<file path="src/rtl/msc_pkg.sv">
// Purpose: shared constants and types of the misc system configuration bank
// Assumes: 16-bit address and data on a plain strobe port
// Notes:   addresses are the printed register offsets

package msc_pkg;

    localparam int ADDR_W = 16;
    localparam int DATA_W = 16;

    // register offsets
    localparam logic [15:0] OFS_DEBUG_RUN_A  = 16'h4020;
    localparam logic [15:0] OFS_MEM_WAIT     = 16'h5320;
    localparam logic [15:0] OFS_DEBUG_RUN_B  = 16'h5322;
    localparam logic [15:0] OFS_GUARD_KEY    = 16'h5324;
    localparam logic [15:0] OFS_RAM_SIZE     = 16'h5326;
    localparam logic [15:0] OFS_VEC_LOW      = 16'h5328;
    localparam logic [15:0] OFS_VEC_HIGH     = 16'h532A;
    localparam logic [15:0] OFS_STATUS       = 16'h532C;

    // field positions
    localparam int POS_DEBUG_RUN_A   = 1;
    localparam int POS_DEBUG_RUN_B   = 0;
    localparam int POS_SRAM_REVERSE  = 12;
    localparam int POS_SRAM_WAIT     = 8;
    localparam int POS_FLASH_READ    = 0;
    localparam int POS_DEBUG_BASE    = 8;
    localparam int POS_RAM_ACT_SIZE  = 4;
    localparam int POS_RAM_SIZE      = 0;
    localparam int POS_VEC_MID       = 8;
    localparam int POS_VEC_TOP       = 0;

    // reset values
    localparam logic       RST_DEBUG_RUN    = 1'b0;
    localparam logic       RST_SRAM_REVERSE = 1'b0;
    localparam logic [1:0] RST_SRAM_WAIT    = 2'h3;
    localparam logic [2:0] RST_FLASH_READ   = 3'h3;
    localparam logic [15:0] RST_GUARD_KEY   = 16'h0000;
    localparam logic       RST_DEBUG_BASE   = 1'b0;
    localparam logic [2:0] RST_RAM_SIZE     = 3'h2;
    localparam logic [2:0] RAM_ACTUAL_SIZE  = 3'h2;
    localparam logic [7:0] RST_VEC_MID      = 8'h80;
    localparam logic [7:0] RST_VEC_TOP      = 8'h00;

    // unlock value of the guard key, arbitrary
    localparam logic [15:0] GUARD_KEY_OPEN  = 16'h0096;

    // flash code that means a single cycle
    localparam logic [2:0] FLASH_CODE_ONE   = 3'h4;

    typedef struct packed {
        logic [15:0] addr;
        logic [15:0] wdata;
        logic        wr;
        logic        rd;
    } msc_bus_req_t;

    typedef struct packed {
        logic       debug_run_sel_a;
        logic       debug_run_sel_b;
        logic       sram_bit_reverse;
        logic [1:0] sram_wait_cycles;
        logic [2:0] flash_read_cycles;
        logic       debug_base_sel;
        logic [2:0] ram_size_sel;
        logic [7:0] vector_base_mid;
        logic [7:0] vector_base_top;
    } msc_cfg_t;

    // same order as the status word bits 7..0
    typedef struct packed {
        logic [2:0] cpu_int_level;
        logic       cpu_int_enable;
        logic       carry_flag;
        logic       overflow_flag;
        logic       zero_flag;
        logic       negative_flag;
    } msc_psr_t;

    function automatic logic [2:0] msc_sram_cycles(input logic [1:0] code);
        msc_sram_cycles = 3'h2 + {1'b0, code};
    endfunction

    // reserved codes fall back to the slowest setting
    function automatic logic [2:0] msc_flash_cycles(input logic [2:0] code);
        if (code == FLASH_CODE_ONE) begin
            msc_flash_cycles = 3'h1;
        end else if (code < FLASH_CODE_ONE) begin
            msc_flash_cycles = 3'h2 + code;
        end else begin
            msc_flash_cycles = 3'h5;
        end
    endfunction

    // decoded cycle counts that the reset codes stand for, so reset loads plain constants
    localparam logic [2:0] RST_SRAM_CYCLES  = msc_sram_cycles(RST_SRAM_WAIT);
    localparam logic [2:0] RST_FLASH_CYCLES = msc_flash_cycles(RST_FLASH_READ);

endpackage

</file>
<file path="src/rtl/msc_guard.sv">
// Purpose: write guard key register and unlock flag
// Assumes: key_wr_i is a decoded one-cycle write strobe
// Notes:   the unlock takes effect on the cycle after the key write

`timescale 1ns/1ps

module msc_guard (
    input  wire logic        sys_clk_i,
    input  wire logic        reset_i,
    input  wire logic        key_wr_i,
    input  wire logic [15:0] key_wdata_i,
    output logic      [15:0] key_o,
    output logic             unlocked_o
);
    import msc_pkg::*;

    always_ff @(posedge sys_clk_i or posedge reset_i) begin
        if (reset_i) begin
            key_o <= RST_GUARD_KEY;
        end else if (key_wr_i) begin
            key_o <= key_wdata_i;
        end
    end

    always_ff @(posedge sys_clk_i or posedge reset_i) begin
        if (reset_i) begin
            unlocked_o <= 1'b0;
        end else if (key_wr_i) begin
            unlocked_o <= (key_wdata_i == GUARD_KEY_OPEN);
        end
    end

endmodule // msc_guard

</file>
<file path="src/rtl/msc_psr_mirror.sv">
// Purpose: registered copy of the processor status flags
// Assumes: the flags come from the core on the same clock
// Notes:   read data lag the core by two cycles, one here and one in the read register

`timescale 1ns/1ps

module msc_psr_mirror (
    input  wire logic               sys_clk_i,
    input  wire logic               reset_i,
    input  wire msc_pkg::msc_psr_t  psr_i,
    output msc_pkg::msc_psr_t       psr_o
);
    import msc_pkg::*;

    always_ff @(posedge sys_clk_i or posedge reset_i) begin
        if (reset_i) begin
            psr_o <= '0;
        end else begin
            psr_o <= psr_i;
        end
    end

endmodule // msc_psr_mirror

</file>
<file path="src/rtl/msc_regs.sv">
// Purpose: misc system configuration register bank
// Assumes: plain strobe bus, read data in the cycle after the read strobe
// Notes:   the three registers from the ram size register upward are guarded

`timescale 1ns/1ps

module msc_regs (
    input  wire logic               sys_clk_i,
    input  wire logic               reset_i,
    input  wire logic [15:0]        addr_i,
    input  wire logic [15:0]        wr_data_i,
    input  wire logic               wr_i,
    input  wire logic               rd_i,
    input  wire msc_pkg::msc_psr_t  psr_i,
    output logic      [15:0]        rd_data_o,
    output msc_pkg::msc_cfg_t       cfg_o,
    output logic      [2:0]         sram_access_cycles_o,
    output logic      [2:0]         flash_access_cycles_o,
    output logic                    unlocked_o
);
    import msc_pkg::*;

    ////////////////////////////////////////////////////////////////////////////////
    // request decode

    msc_bus_req_t req;
    logic         wr_debug_a;
    logic         wr_mem_wait;
    logic         wr_debug_b;
    logic         wr_key;
    logic         wr_ram_size;
    logic         wr_vec_low;
    logic         wr_vec_high;
    logic [15:0]  key_value;
    msc_psr_t     psr_mirror;
    logic [15:0]  rd_word;
    msc_cfg_t     cfg_next;

    assign req = '{addr: addr_i, wdata: wr_data_i, wr: wr_i, rd: rd_i};

    assign wr_debug_a  = req.wr && (req.addr == OFS_DEBUG_RUN_A);
    assign wr_mem_wait = req.wr && (req.addr == OFS_MEM_WAIT);
    assign wr_debug_b  = req.wr && (req.addr == OFS_DEBUG_RUN_B);
    assign wr_key      = req.wr && (req.addr == OFS_GUARD_KEY);
    // locked writes never reach the guarded registers
    assign wr_ram_size = req.wr && (req.addr == OFS_RAM_SIZE) && unlocked_o;
    assign wr_vec_low  = req.wr && (req.addr == OFS_VEC_LOW) && unlocked_o;
    assign wr_vec_high = req.wr && (req.addr == OFS_VEC_HIGH) && unlocked_o;

    ////////////////////////////////////////////////////////////////////////////////
    // helpers

    msc_guard u_guard (
        .sys_clk_i   (sys_clk_i),
        .reset_i     (reset_i),
        .key_wr_i    (wr_key),
        .key_wdata_i (req.wdata),
        .key_o       (key_value),
        .unlocked_o  (unlocked_o)
    );

    msc_psr_mirror u_psr (
        .sys_clk_i (sys_clk_i),
        .reset_i   (reset_i),
        .psr_i     (psr_i),
        .psr_o     (psr_mirror)
    );

    ////////////////////////////////////////////////////////////////////////////////
    // configuration fields

    always_comb begin
        cfg_next = cfg_o;
        if (wr_debug_a) begin
            cfg_next.debug_run_sel_a = req.wdata[POS_DEBUG_RUN_A];
        end
        if (wr_debug_b) begin
            cfg_next.debug_run_sel_b = req.wdata[POS_DEBUG_RUN_B];
        end
        if (wr_mem_wait) begin
            cfg_next.sram_bit_reverse  = req.wdata[POS_SRAM_REVERSE];
            cfg_next.sram_wait_cycles  = req.wdata[POS_SRAM_WAIT +: 2];
            cfg_next.flash_read_cycles = req.wdata[POS_FLASH_READ +: 3];
        end
        if (wr_ram_size) begin
            // actual size bits are read only and not taken
            cfg_next.debug_base_sel = req.wdata[POS_DEBUG_BASE];
            cfg_next.ram_size_sel   = req.wdata[POS_RAM_SIZE +: 3];
        end
        if (wr_vec_low) begin
            // low byte is fixed at zero, only the upper byte is kept
            cfg_next.vector_base_mid = req.wdata[POS_VEC_MID +: 8];
        end
        if (wr_vec_high) begin
            cfg_next.vector_base_top = req.wdata[POS_VEC_TOP +: 8];
        end
    end

    always_ff @(posedge sys_clk_i or posedge reset_i) begin
        if (reset_i) begin
            cfg_o.debug_run_sel_a   <= RST_DEBUG_RUN;
            cfg_o.debug_run_sel_b   <= RST_DEBUG_RUN;
            cfg_o.sram_bit_reverse  <= RST_SRAM_REVERSE;
            cfg_o.sram_wait_cycles  <= RST_SRAM_WAIT;
            cfg_o.flash_read_cycles <= RST_FLASH_READ;
            cfg_o.debug_base_sel    <= RST_DEBUG_BASE;
            cfg_o.ram_size_sel      <= RST_RAM_SIZE;
            cfg_o.vector_base_mid   <= RST_VEC_MID;
            cfg_o.vector_base_top   <= RST_VEC_TOP;
        end else begin
            cfg_o <= cfg_next;
        end
    end

    // decoded cycle counts, registered so the memory controllers see flops
    always_ff @(posedge sys_clk_i or posedge reset_i) begin
        if (reset_i) begin
            sram_access_cycles_o  <= RST_SRAM_CYCLES;
            flash_access_cycles_o <= RST_FLASH_CYCLES;
        end else begin
            sram_access_cycles_o  <= msc_sram_cycles(cfg_next.sram_wait_cycles);
            flash_access_cycles_o <= msc_flash_cycles(cfg_next.flash_read_cycles);
        end
    end

    ////////////////////////////////////////////////////////////////////////////////
    // read path

    always_comb begin
        rd_word = 16'h0000;
        unique case (req.addr)
            OFS_DEBUG_RUN_A: rd_word[POS_DEBUG_RUN_A] = cfg_o.debug_run_sel_a;
            OFS_MEM_WAIT: begin
                rd_word[POS_SRAM_REVERSE]    = cfg_o.sram_bit_reverse;
                rd_word[POS_SRAM_WAIT +: 2]  = cfg_o.sram_wait_cycles;
                rd_word[POS_FLASH_READ +: 3] = cfg_o.flash_read_cycles;
            end
            OFS_DEBUG_RUN_B: rd_word[POS_DEBUG_RUN_B] = cfg_o.debug_run_sel_b;
            OFS_GUARD_KEY:   rd_word = key_value;
            OFS_RAM_SIZE: begin
                rd_word[POS_DEBUG_BASE]        = cfg_o.debug_base_sel;
                rd_word[POS_RAM_ACT_SIZE +: 3] = RAM_ACTUAL_SIZE;
                rd_word[POS_RAM_SIZE +: 3]     = cfg_o.ram_size_sel;
            end
            OFS_VEC_LOW:  rd_word[POS_VEC_MID +: 8] = cfg_o.vector_base_mid;
            OFS_VEC_HIGH: rd_word[POS_VEC_TOP +: 8] = cfg_o.vector_base_top;
            OFS_STATUS:   rd_word[7:0] = psr_mirror;
            default:      rd_word = 16'h0000; // unmapped reads return zero
        endcase
    end

    // data stand only in the cycle after the strobe
    always_ff @(posedge sys_clk_i or posedge reset_i) begin
        if (reset_i) begin
            rd_data_o <= 16'h0000;
        end else if (req.rd) begin
            rd_data_o <= rd_word;
        end else begin
            rd_data_o <= 16'h0000;
        end
    end

    ////////////////////////////////////////////////////////////////////////////////
    // checks

    a_debug_a_write:
    assert property (@(posedge sys_clk_i) disable iff (reset_i)
        wr_debug_a |=> cfg_o.debug_run_sel_a == $past(wr_data_i[1]))
        else $error("debug run select a not taken");

    a_debug_b_write:
    assert property (@(posedge sys_clk_i) disable iff (reset_i)
        wr_debug_b |=> cfg_o.debug_run_sel_b == $past(wr_data_i[0]))
        else $error("debug run select b not taken");

    a_sram_wait_count:
    assert property (@(posedge sys_clk_i) disable iff (reset_i)
        wr_mem_wait |=> sram_access_cycles_o == 3'h2 + {1'b0, $past(wr_data_i[9:8])})
        else $error("sram access cycles wrong");

    a_flash_single:
    assert property (@(posedge sys_clk_i) disable iff (reset_i)
        (cfg_o.flash_read_cycles == 3'h4) |-> flash_access_cycles_o == 3'h1)
        else $error("flash code four must give one cycle");

    a_guard_relock:
    assert property (@(posedge sys_clk_i) disable iff (reset_i)
        (wr_key && wr_data_i != GUARD_KEY_OPEN) |=> !unlocked_o)
        else $error("guard did not relock");

    a_guard_locked_hold:
    assert property (@(posedge sys_clk_i) disable iff (reset_i)
        (wr_i && addr_i == OFS_VEC_HIGH && !unlocked_o) |=> $stable(cfg_o.vector_base_top))
        else $error("locked write changed vector base");

    a_ram_actual_read:
    assert property (@(posedge sys_clk_i) disable iff (reset_i)
        (rd_i && addr_i == OFS_RAM_SIZE) |=> rd_data_o[6:4] == 3'h2 && rd_data_o[15:9] == 7'h00)
        else $error("ram actual size read wrong");

    a_vec_mid_write:
    assert property (@(posedge sys_clk_i) disable iff (reset_i)
        wr_vec_low |=> cfg_o.vector_base_mid == $past(wr_data_i[15:8]))
        else $error("vector base middle byte not taken");

    a_vec_low_zero:
    assert property (@(posedge sys_clk_i) disable iff (reset_i)
        (rd_i && addr_i == OFS_VEC_LOW) |=> rd_data_o[7:0] == 8'h00)
        else $error("vector base low byte not zero");

    a_vec_top_read:
    assert property (@(posedge sys_clk_i) disable iff (reset_i)
        (rd_i && addr_i == OFS_VEC_HIGH) |=> rd_data_o == {8'h00, $past(cfg_o.vector_base_top)})
        else $error("vector base top read wrong");

    a_status_read:
    assert property (@(posedge sys_clk_i) disable iff (reset_i)
        (rd_i && addr_i == OFS_STATUS) |=> rd_data_o == {8'h00, $past(psr_i, 2)})
        else $error("status mirror read wrong");

    a_reserved_zero:
    assert property (@(posedge sys_clk_i) disable iff (reset_i)
        (rd_i && addr_i == OFS_DEBUG_RUN_B) |=> rd_data_o[15:1] == 15'h0000)
        else $error("reserved bits not zero");

    a_read_one_cycle:
    assert property (@(posedge sys_clk_i) disable iff (reset_i)
        !rd_i |=> rd_data_o == 16'h0000)
        else $error("read data outside read cycle");

    a_guard_unlock:
    assert property (@(posedge sys_clk_i) disable iff (reset_i)
        (wr_key && wr_data_i == GUARD_KEY_OPEN) |=> unlocked_o)
        else $error("guard did not open");

    a_key_write:
    assert property (@(posedge sys_clk_i) disable iff (reset_i)
        wr_key |=> key_value == $past(wr_data_i))
        else $error("guard key not taken");

    a_ram_locked_hold:
    assert property (@(posedge sys_clk_i) disable iff (reset_i)
        (wr_i && addr_i == OFS_RAM_SIZE && !unlocked_o)
        |=> $stable(cfg_o.debug_base_sel) && $stable(cfg_o.ram_size_sel))
        else $error("locked write changed ram size");

    a_vec_low_locked:
    assert property (@(posedge sys_clk_i) disable iff (reset_i)
        (wr_i && addr_i == OFS_VEC_LOW && !unlocked_o) |=> $stable(cfg_o.vector_base_mid))
        else $error("locked write changed vector base middle");

    a_ram_size_write:
    assert property (@(posedge sys_clk_i) disable iff (reset_i)
        wr_ram_size |=> cfg_o.ram_size_sel == $past(wr_data_i[2:0])
                        && cfg_o.debug_base_sel == $past(wr_data_i[8]))
        else $error("ram size fields not taken");

    a_vec_top_write:
    assert property (@(posedge sys_clk_i) disable iff (reset_i)
        wr_vec_high |=> cfg_o.vector_base_top == $past(wr_data_i[7:0]))
        else $error("vector base top byte not taken");

    a_sram_reverse_write:
    assert property (@(posedge sys_clk_i) disable iff (reset_i)
        wr_mem_wait |=> cfg_o.sram_bit_reverse == $past(wr_data_i[12])
                        && cfg_o.sram_wait_cycles == $past(wr_data_i[9:8]))
        else $error("sram fields not taken");

    a_flash_code_write:
    assert property (@(posedge sys_clk_i) disable iff (reset_i)
        wr_mem_wait |=> cfg_o.flash_read_cycles == $past(wr_data_i[2:0]))
        else $error("flash code not taken");

    a_flash_normal:
    assert property (@(posedge sys_clk_i) disable iff (reset_i)
        (cfg_o.flash_read_cycles < 3'h4) |-> flash_access_cycles_o == cfg_o.flash_read_cycles + 3'h2)
        else $error("flash cycles wrong for normal code");

    // reserved codes are stored as written, so the decode must stay safe for them
    a_flash_reserved:
    assert property (@(posedge sys_clk_i) disable iff (reset_i)
        (cfg_o.flash_read_cycles > 3'h4) |-> flash_access_cycles_o == 3'h5)
        else $error("flash cycles wrong for reserved code");

    a_debug_a_read:
    assert property (@(posedge sys_clk_i) disable iff (reset_i)
        (rd_i && addr_i == OFS_DEBUG_RUN_A) |=> rd_data_o == {14'h0000, $past(cfg_o.debug_run_sel_a), 1'b0})
        else $error("debug run select a read wrong");

    a_mem_wait_read:
    assert property (@(posedge sys_clk_i) disable iff (reset_i)
        (rd_i && addr_i == OFS_MEM_WAIT)
        |=> rd_data_o[15:13] == 3'h0 && rd_data_o[11:10] == 2'h0 && rd_data_o[7:3] == 5'h00)
        else $error("memory wait reserved bits not zero");

endmodule // msc_regs

</file>
<file path="config.mk">
export PLATFORM = sky130hd
export DESIGN_NAME = msc_regs
export DESIGN_NICKNAME = d
export VERILOG_FILES = /design/src/rtl/msc_pkg.sv /design/src/rtl/msc_guard.sv /design/src/rtl/msc_psr_mirror.sv /design/src/rtl/msc_regs.sv
export SDC_FILE = /design/constraint.sdc
export NUM_CORES = 1
export LEC_CHECK = 0
export ABC_AREA = 1
export BUFFER_PORTS_ARGS = -buffer_cell sky130_fd_sc_hd__buf_2
export CORE_MARGIN = 1
export CORE_UTILIZATION = 52
export CTS_CLUSTER_DIAMETER = 150
export DETAILED_ROUTE_END_ITERATION = 8
export GPL_TIMING_DRIVEN = 0
export PLACE_DENSITY = 0.9
export SYNTH_ARGS = -nofsm -noshare
export SYNTH_HDL_FRONTEND = slang
export SYNTH_SLANG_ARGS = --single-unit
</file>
<file path="constraint.sdc">
create_clock -name sys_clk_i -period 2.2 [get_ports sys_clk_i]
set_input_delay 0.11 -clock sys_clk_i [delete_from_list [all_inputs] [get_ports sys_clk_i]]
set_output_delay 0.11 -clock sys_clk_i [all_outputs]
set_load 0.02 [all_outputs]
</file>
Yosys cells after proc, flatten, opt, wreduce, memory -nomap -nowiden
Cells that the tools add are included.
Widths: inputs -> output; s select.
{ "word_totals": {"ff_bits": 75, "out_inout_bits": 51} }
{ "classes": {"n_addsub": 2, "order_cmp": 1, "n_eq_ne": 10, "n_mux": 15, "reduce_logical": 10} }
{ "ops": {"columns": ["op", "n"], "rows": [
  ["$eq 16x15->1 const B", 8],
  ["$eq 16x8->1 const B", 1],
  ["$mux 16", 1],
  ["$pmux 1 s3", 4],
  ["$pmux 1 s6", 2],
  ["$pmux 3 s4", 1],
  ["$logic_and 1x1->1", 10],
  ["$mux 3", 2],
  ["$pmux 3 s2", 1],
  ["$mux 5", 1],
  ["$pmux 1 s5", 1],
  ["$pmux 1 s4", 1],
  ["$pmux 2 s2", 1],
  ["$add 2x2->3 const A", 1],
  ["$add 2x3->3 const A", 1],
  ["$eq 3x3->1 const B", 1],
  ["$lt 3x3->1 const B", 1]
]} }

Logic depth before layout (Yosys ltp)
{ "depth": {"ltp_word": 6, "ltp_mapped": 11, "depth_no_buf": 11} }

Hierarchy
From an unflattened synthesis, not the netlist that was laid out.
{ "unflattened": {"hier_cells": 415, "hier_area_um2": 3493.4} }
{ "modules_own_cells": {"columns": ["mod", "instances", "cells_each", "area_per_inst_um2"], "rows": [
  ["msc_regs", 1, 322, 2596.2],
  ["msc_guard", 1, 84, 693.2],
  ["msc_psr_mirror", 1, 9, 203.9]
]} }

Worst setup path after synthesis
OpenSTA, ideal clock, no wires.
{ "synth_timing": {"path_type": "input to register", "from": "in addr_i[11]", "to": "reg cfg_o[9] (netlist bit)", "setup_time_ps": 119, "arrival_time_ps": 1168, "required_ps": 2081, "path_slack_ps": 913, "path_stages": 9, "path_buffers": 1, "path_cell_list": "nor2_1 nand2_2 nor2_8 nand2_4 nor3_4 nand2_4 buf_6 nand2_1 o21ai_2"} }
{ "synth_via": {"elab_chain_len": 3} }
{ "synth_rtl": {"columns": ["element", "line_no", "source"], "rows": [
  ["start, declared", "msc_regs.sv:10", "input wire logic [15:0] addr_i,"],
  ["$eq 16x15->1", "msc_regs.sv:47", "assign wr_vec_low = req.wr && (req.addr == OFS_VEC_LOW) && unlocked_o;"],
  ["$logic_and 1x1->1 (2 in series)", "msc_regs.sv:47", null],
  ["end signal, assigned", "msc_regs.sv:111", "cfg_o <= cfg_next;"],
  ["end, declared", "msc_regs.sv:16", "output msc_pkg::msc_cfg_t cfg_o,"]
]} }
Every way passes these cells.
A chain may end at the register's enable or synchronous reset.

Worst setup path in the final report
{ "layout_timing": {"from": "reg u_guard.unlocked_o", "to": "reg cfg_o[19] (netlist bit)"} }
{ "layout_via": {"elab_chain_len": 1} }
{ "layout_rtl": {"columns": ["element", "line_no", "source"], "rows": [
  ["start, declared", "msc_guard.sv:13", "output logic unlocked_o"],
  ["start signal, assigned", "msc_guard.sv:29", "unlocked_o <= (key_wdata_i == GUARD_KEY_OPEN);"],
  ["$logic_and 1x1->1", "msc_regs.sv:46", "assign wr_ram_size = req.wr && (req.addr == OFS_RAM_SIZE) && unlocked_o;"]
]} }
Every way passes these cells.

==> results_dict.tcl <==
set metrics [dict create \
    hold_path.class "in2reg" \
    drv_cap 0 \
    track_usage_pct 27.34 \
    portBuffers 94 \
    diodes 0 \
    cts_root_buf "clkbuf_8" \
    hpwl_mm 6.400 \
    drc 13 \
    slew_headroom_pct 41.77 \
    worst_pin_slew_ns 0.8734 \
    viasPerCell 5.203 \
    crit_buf_inv 2 \
    ant_nets 0 \
    clock_skew_ns 0.009354 \
    io_pins 95 \
    synth_common_cells "nand2_1, dfrtp_1, inv_1, nor2_1, nand3_1" \
    die_height_um 83.85 \
    grt_pass1_wl_mm 14.55 \
    post_cts_resized 0 \
    clock-sinks 73 \
    core-area_um2 6422 \
    cts_htree_levels 3 \
    timing.fmax_mhz 732.7 \
    postSynthCellCount 403 \
    num_vias 3127 \
    p_leak_uw 0.002381 \
    period_share_pct 62.04 \
    die_area_um2 7030 \
    crit_slowest_cell "dfrtp_1" \
    synth_edf_count 0 \
    hold_viol_final 0 \
    drive_above_1_share_pct 33.02 \
    timing.critical_path.max_delay_family "flip-flops" \
    drv_slew 0 \
    yosysTopAreaCellShare_pct 46.70 \
    yosys_warnings 0 \
    syn_avg_cell_area_um2 8.644 \
    crit_path_start_kind "flip-flop" \
    synthTopCellsByArea "dfrtp_1, nand2_1, inv_1" \
    status "finished with violations" \
    grt_pass1_vias 3085 \
    crit_required_ns 2.45 \
    layout.nets 563 \
    clock_latency_ns 0.36 \
    power_density_nw_per_um2 611.5 \
    placed_cells 574 \
    synth_most_common_cell "nand2_1" \
    layout_min_cycle_time_ns 1.365 \
    cts_buffers 9 \
    synth_area_um2 3483 \
    yosys.area.top_type "dfrtp_1" \
    yosysSeqAreaShare_pct 52.73 \
    violations "DRC" \
    holdWs_ns 0.01072 \
    path_cells "nand2_1, inv_1, nand3_1, o21ai_0, inv_1" \
    critical_path.max_fanout 8 \
    fin_cells 601 \
    syn_nets 447 \
    dominantRegCellSynth "dfrtp_1" \
    setup_viol 0 \
    critPathKind "reg2reg" \
    hp-start "wr_data_i[3]" \
    r2r_start "u_guard.unlocked_o" \
    initial_core_util_pct 54.24 \
    post-place-ws_ns 0.5145 \
    setup.worst_path.start "u_guard.unlocked_o" \
    fin_ws_ns 0.8351 \
    grt_max_degree 74 \
    max_stage_delay_ns 0.41 \
    critPathArrivalTime_ns 1.62 \
    first_pass_iters 7 \
    cpMostUsedCell "inv_1" \
    synth.distinct_cells 28 \
    overflow 0 \
    ir_drop_mv 0.3733 \
    async_reset_ff_share_pct 100.0 \
    die_width_um 83.85 \
    post_drt_wl_per_cell_um 14.85 \
    rsz0062_at_grt "no" \
    clk_pin_slew_ns 0.07 \
    ys_seq_elements 73 \
    fp-row-count 29 \
    areaGrowthSynthToFinish_pct 25.86 \
    worstSetupEndpointType "flip-flop" \
    antenna_found_initial 0 \
    tritoncts "done" \
    place_congestion 0.9226 \
    ctsLongestPathBuffers 2 \
    utilization_pct 68.26 \
    first_iter_violations 252 \
    wirelength_mm 8.924 \
]
cell families (layout without fill, tap and decap cells):
logic type | count (synthesis) | in the layout | synth area share, %
AOI/OAI and AO/OA | 56 | 56 | 10.34
DFF | 73 | 73 | 52.73
and+or+nand+nor | 202 | 202 | 27.37
buffers and inverters | 72 | 193 | 9.554
final timing paths:
kind	endpoint	slack [ns]	cells past startpoint
setup / recovery	cfg_o[19]	0.84	5
hold / removal	u_guard.key_o[3]	0.01	3
setup reg to reg	cfg_o[19]	0.84	5
hold reg to reg	u_guard.key_o[5]	0.49	2
max in group asynchronous	cfg_o[1]	1.16	3
min in group asynchronous	rd_data_o[14]	0.48	3
flip-flops by register name, indices dropped and copies added, names as in the netlist:
register,flops
cfg_o,27
flash_access_cycles_o,3
rd_data_o,16
sram_access_cycles_o,2
u_guard.key_o,16
u_guard.unlocked_o,1
u_psr.psr_o,8
per-layer routing:
metal / vias to the layer above / routed length [um] / track usage, %
met5: - / 0 / 0
met4: 0 / 233 / 12.85
met3: 21 / 691 / 7.319
met2: 131 / 4393 / 45.16
met1: 1478 / 3607 / 33.42
li1: 1497 / - / -
where the power goes:
| group | total, uW | switching, uW | internal, uW |
|---|---|---|---|
| logic | 159 | 105 | 54.0 |
| clock network | 1170 | 498 | 672 |
| registers | 1350 | 2.21 | 1350 |
what timing repair did:
action | CTS | global route
hold endpoints to repair | 75 | 0
hold buffers | 11 | 0
setup buffers | 0 | 0
final cells by class:
| class | count | area, um^2 |
|---|---|---|
| buffer | 8 | 87.58 |
| clock buffer | 12 | 145.1 |
| clock inverter | 4 | 76.32 |
| fill | 494 | 2038 |
| inverter | 64 | 247.7 |
| multi-input combinational | 258 | 1314 |
| sequential | 73 | 1837 |
| tap | 77 | 96.34 |
| timing repair buffer | 105 | 580.6 |
placed cells by master, fill, tap and decap left out, drive strengths merged:
master	synthesis	routed
nand2	103	103
buf	8	102
dfrtp	65	65
inv	63	63
nor2	56	56
o21ai	48	48
nand3	34	34
clkbuf	0	12
dlygate4sd3	0	11
dfstp	8	8
a21oi	6	6
nand4	3	3
nor4	3	3
nor3	3	3
o21a	2	2
bufinv	0	2
clkinv	1	2
clkinvlp	0	1
per-stage QoR:
| stage | total power (uW) | TNS (ns) | cell area [um^2] |
|---|---|---|---|
| detailed placement | 1520 | 0 | 4053 |
| global placement | 1514 | -32.08 | 4050 |
| finish | 2681 | 0 | 4384 |
| CTS | 2688 | 0 | 4384 |
| global route | 2779 | 0 | 4384 |
| floorplan | 1445 | 0 | 3483 |
worst min-delay path: stages:
cell and delay, ns:
buf_2 0.11, nand2_1 0.05, o21ai_0 0.06
(Power assumes the default switching activity.)
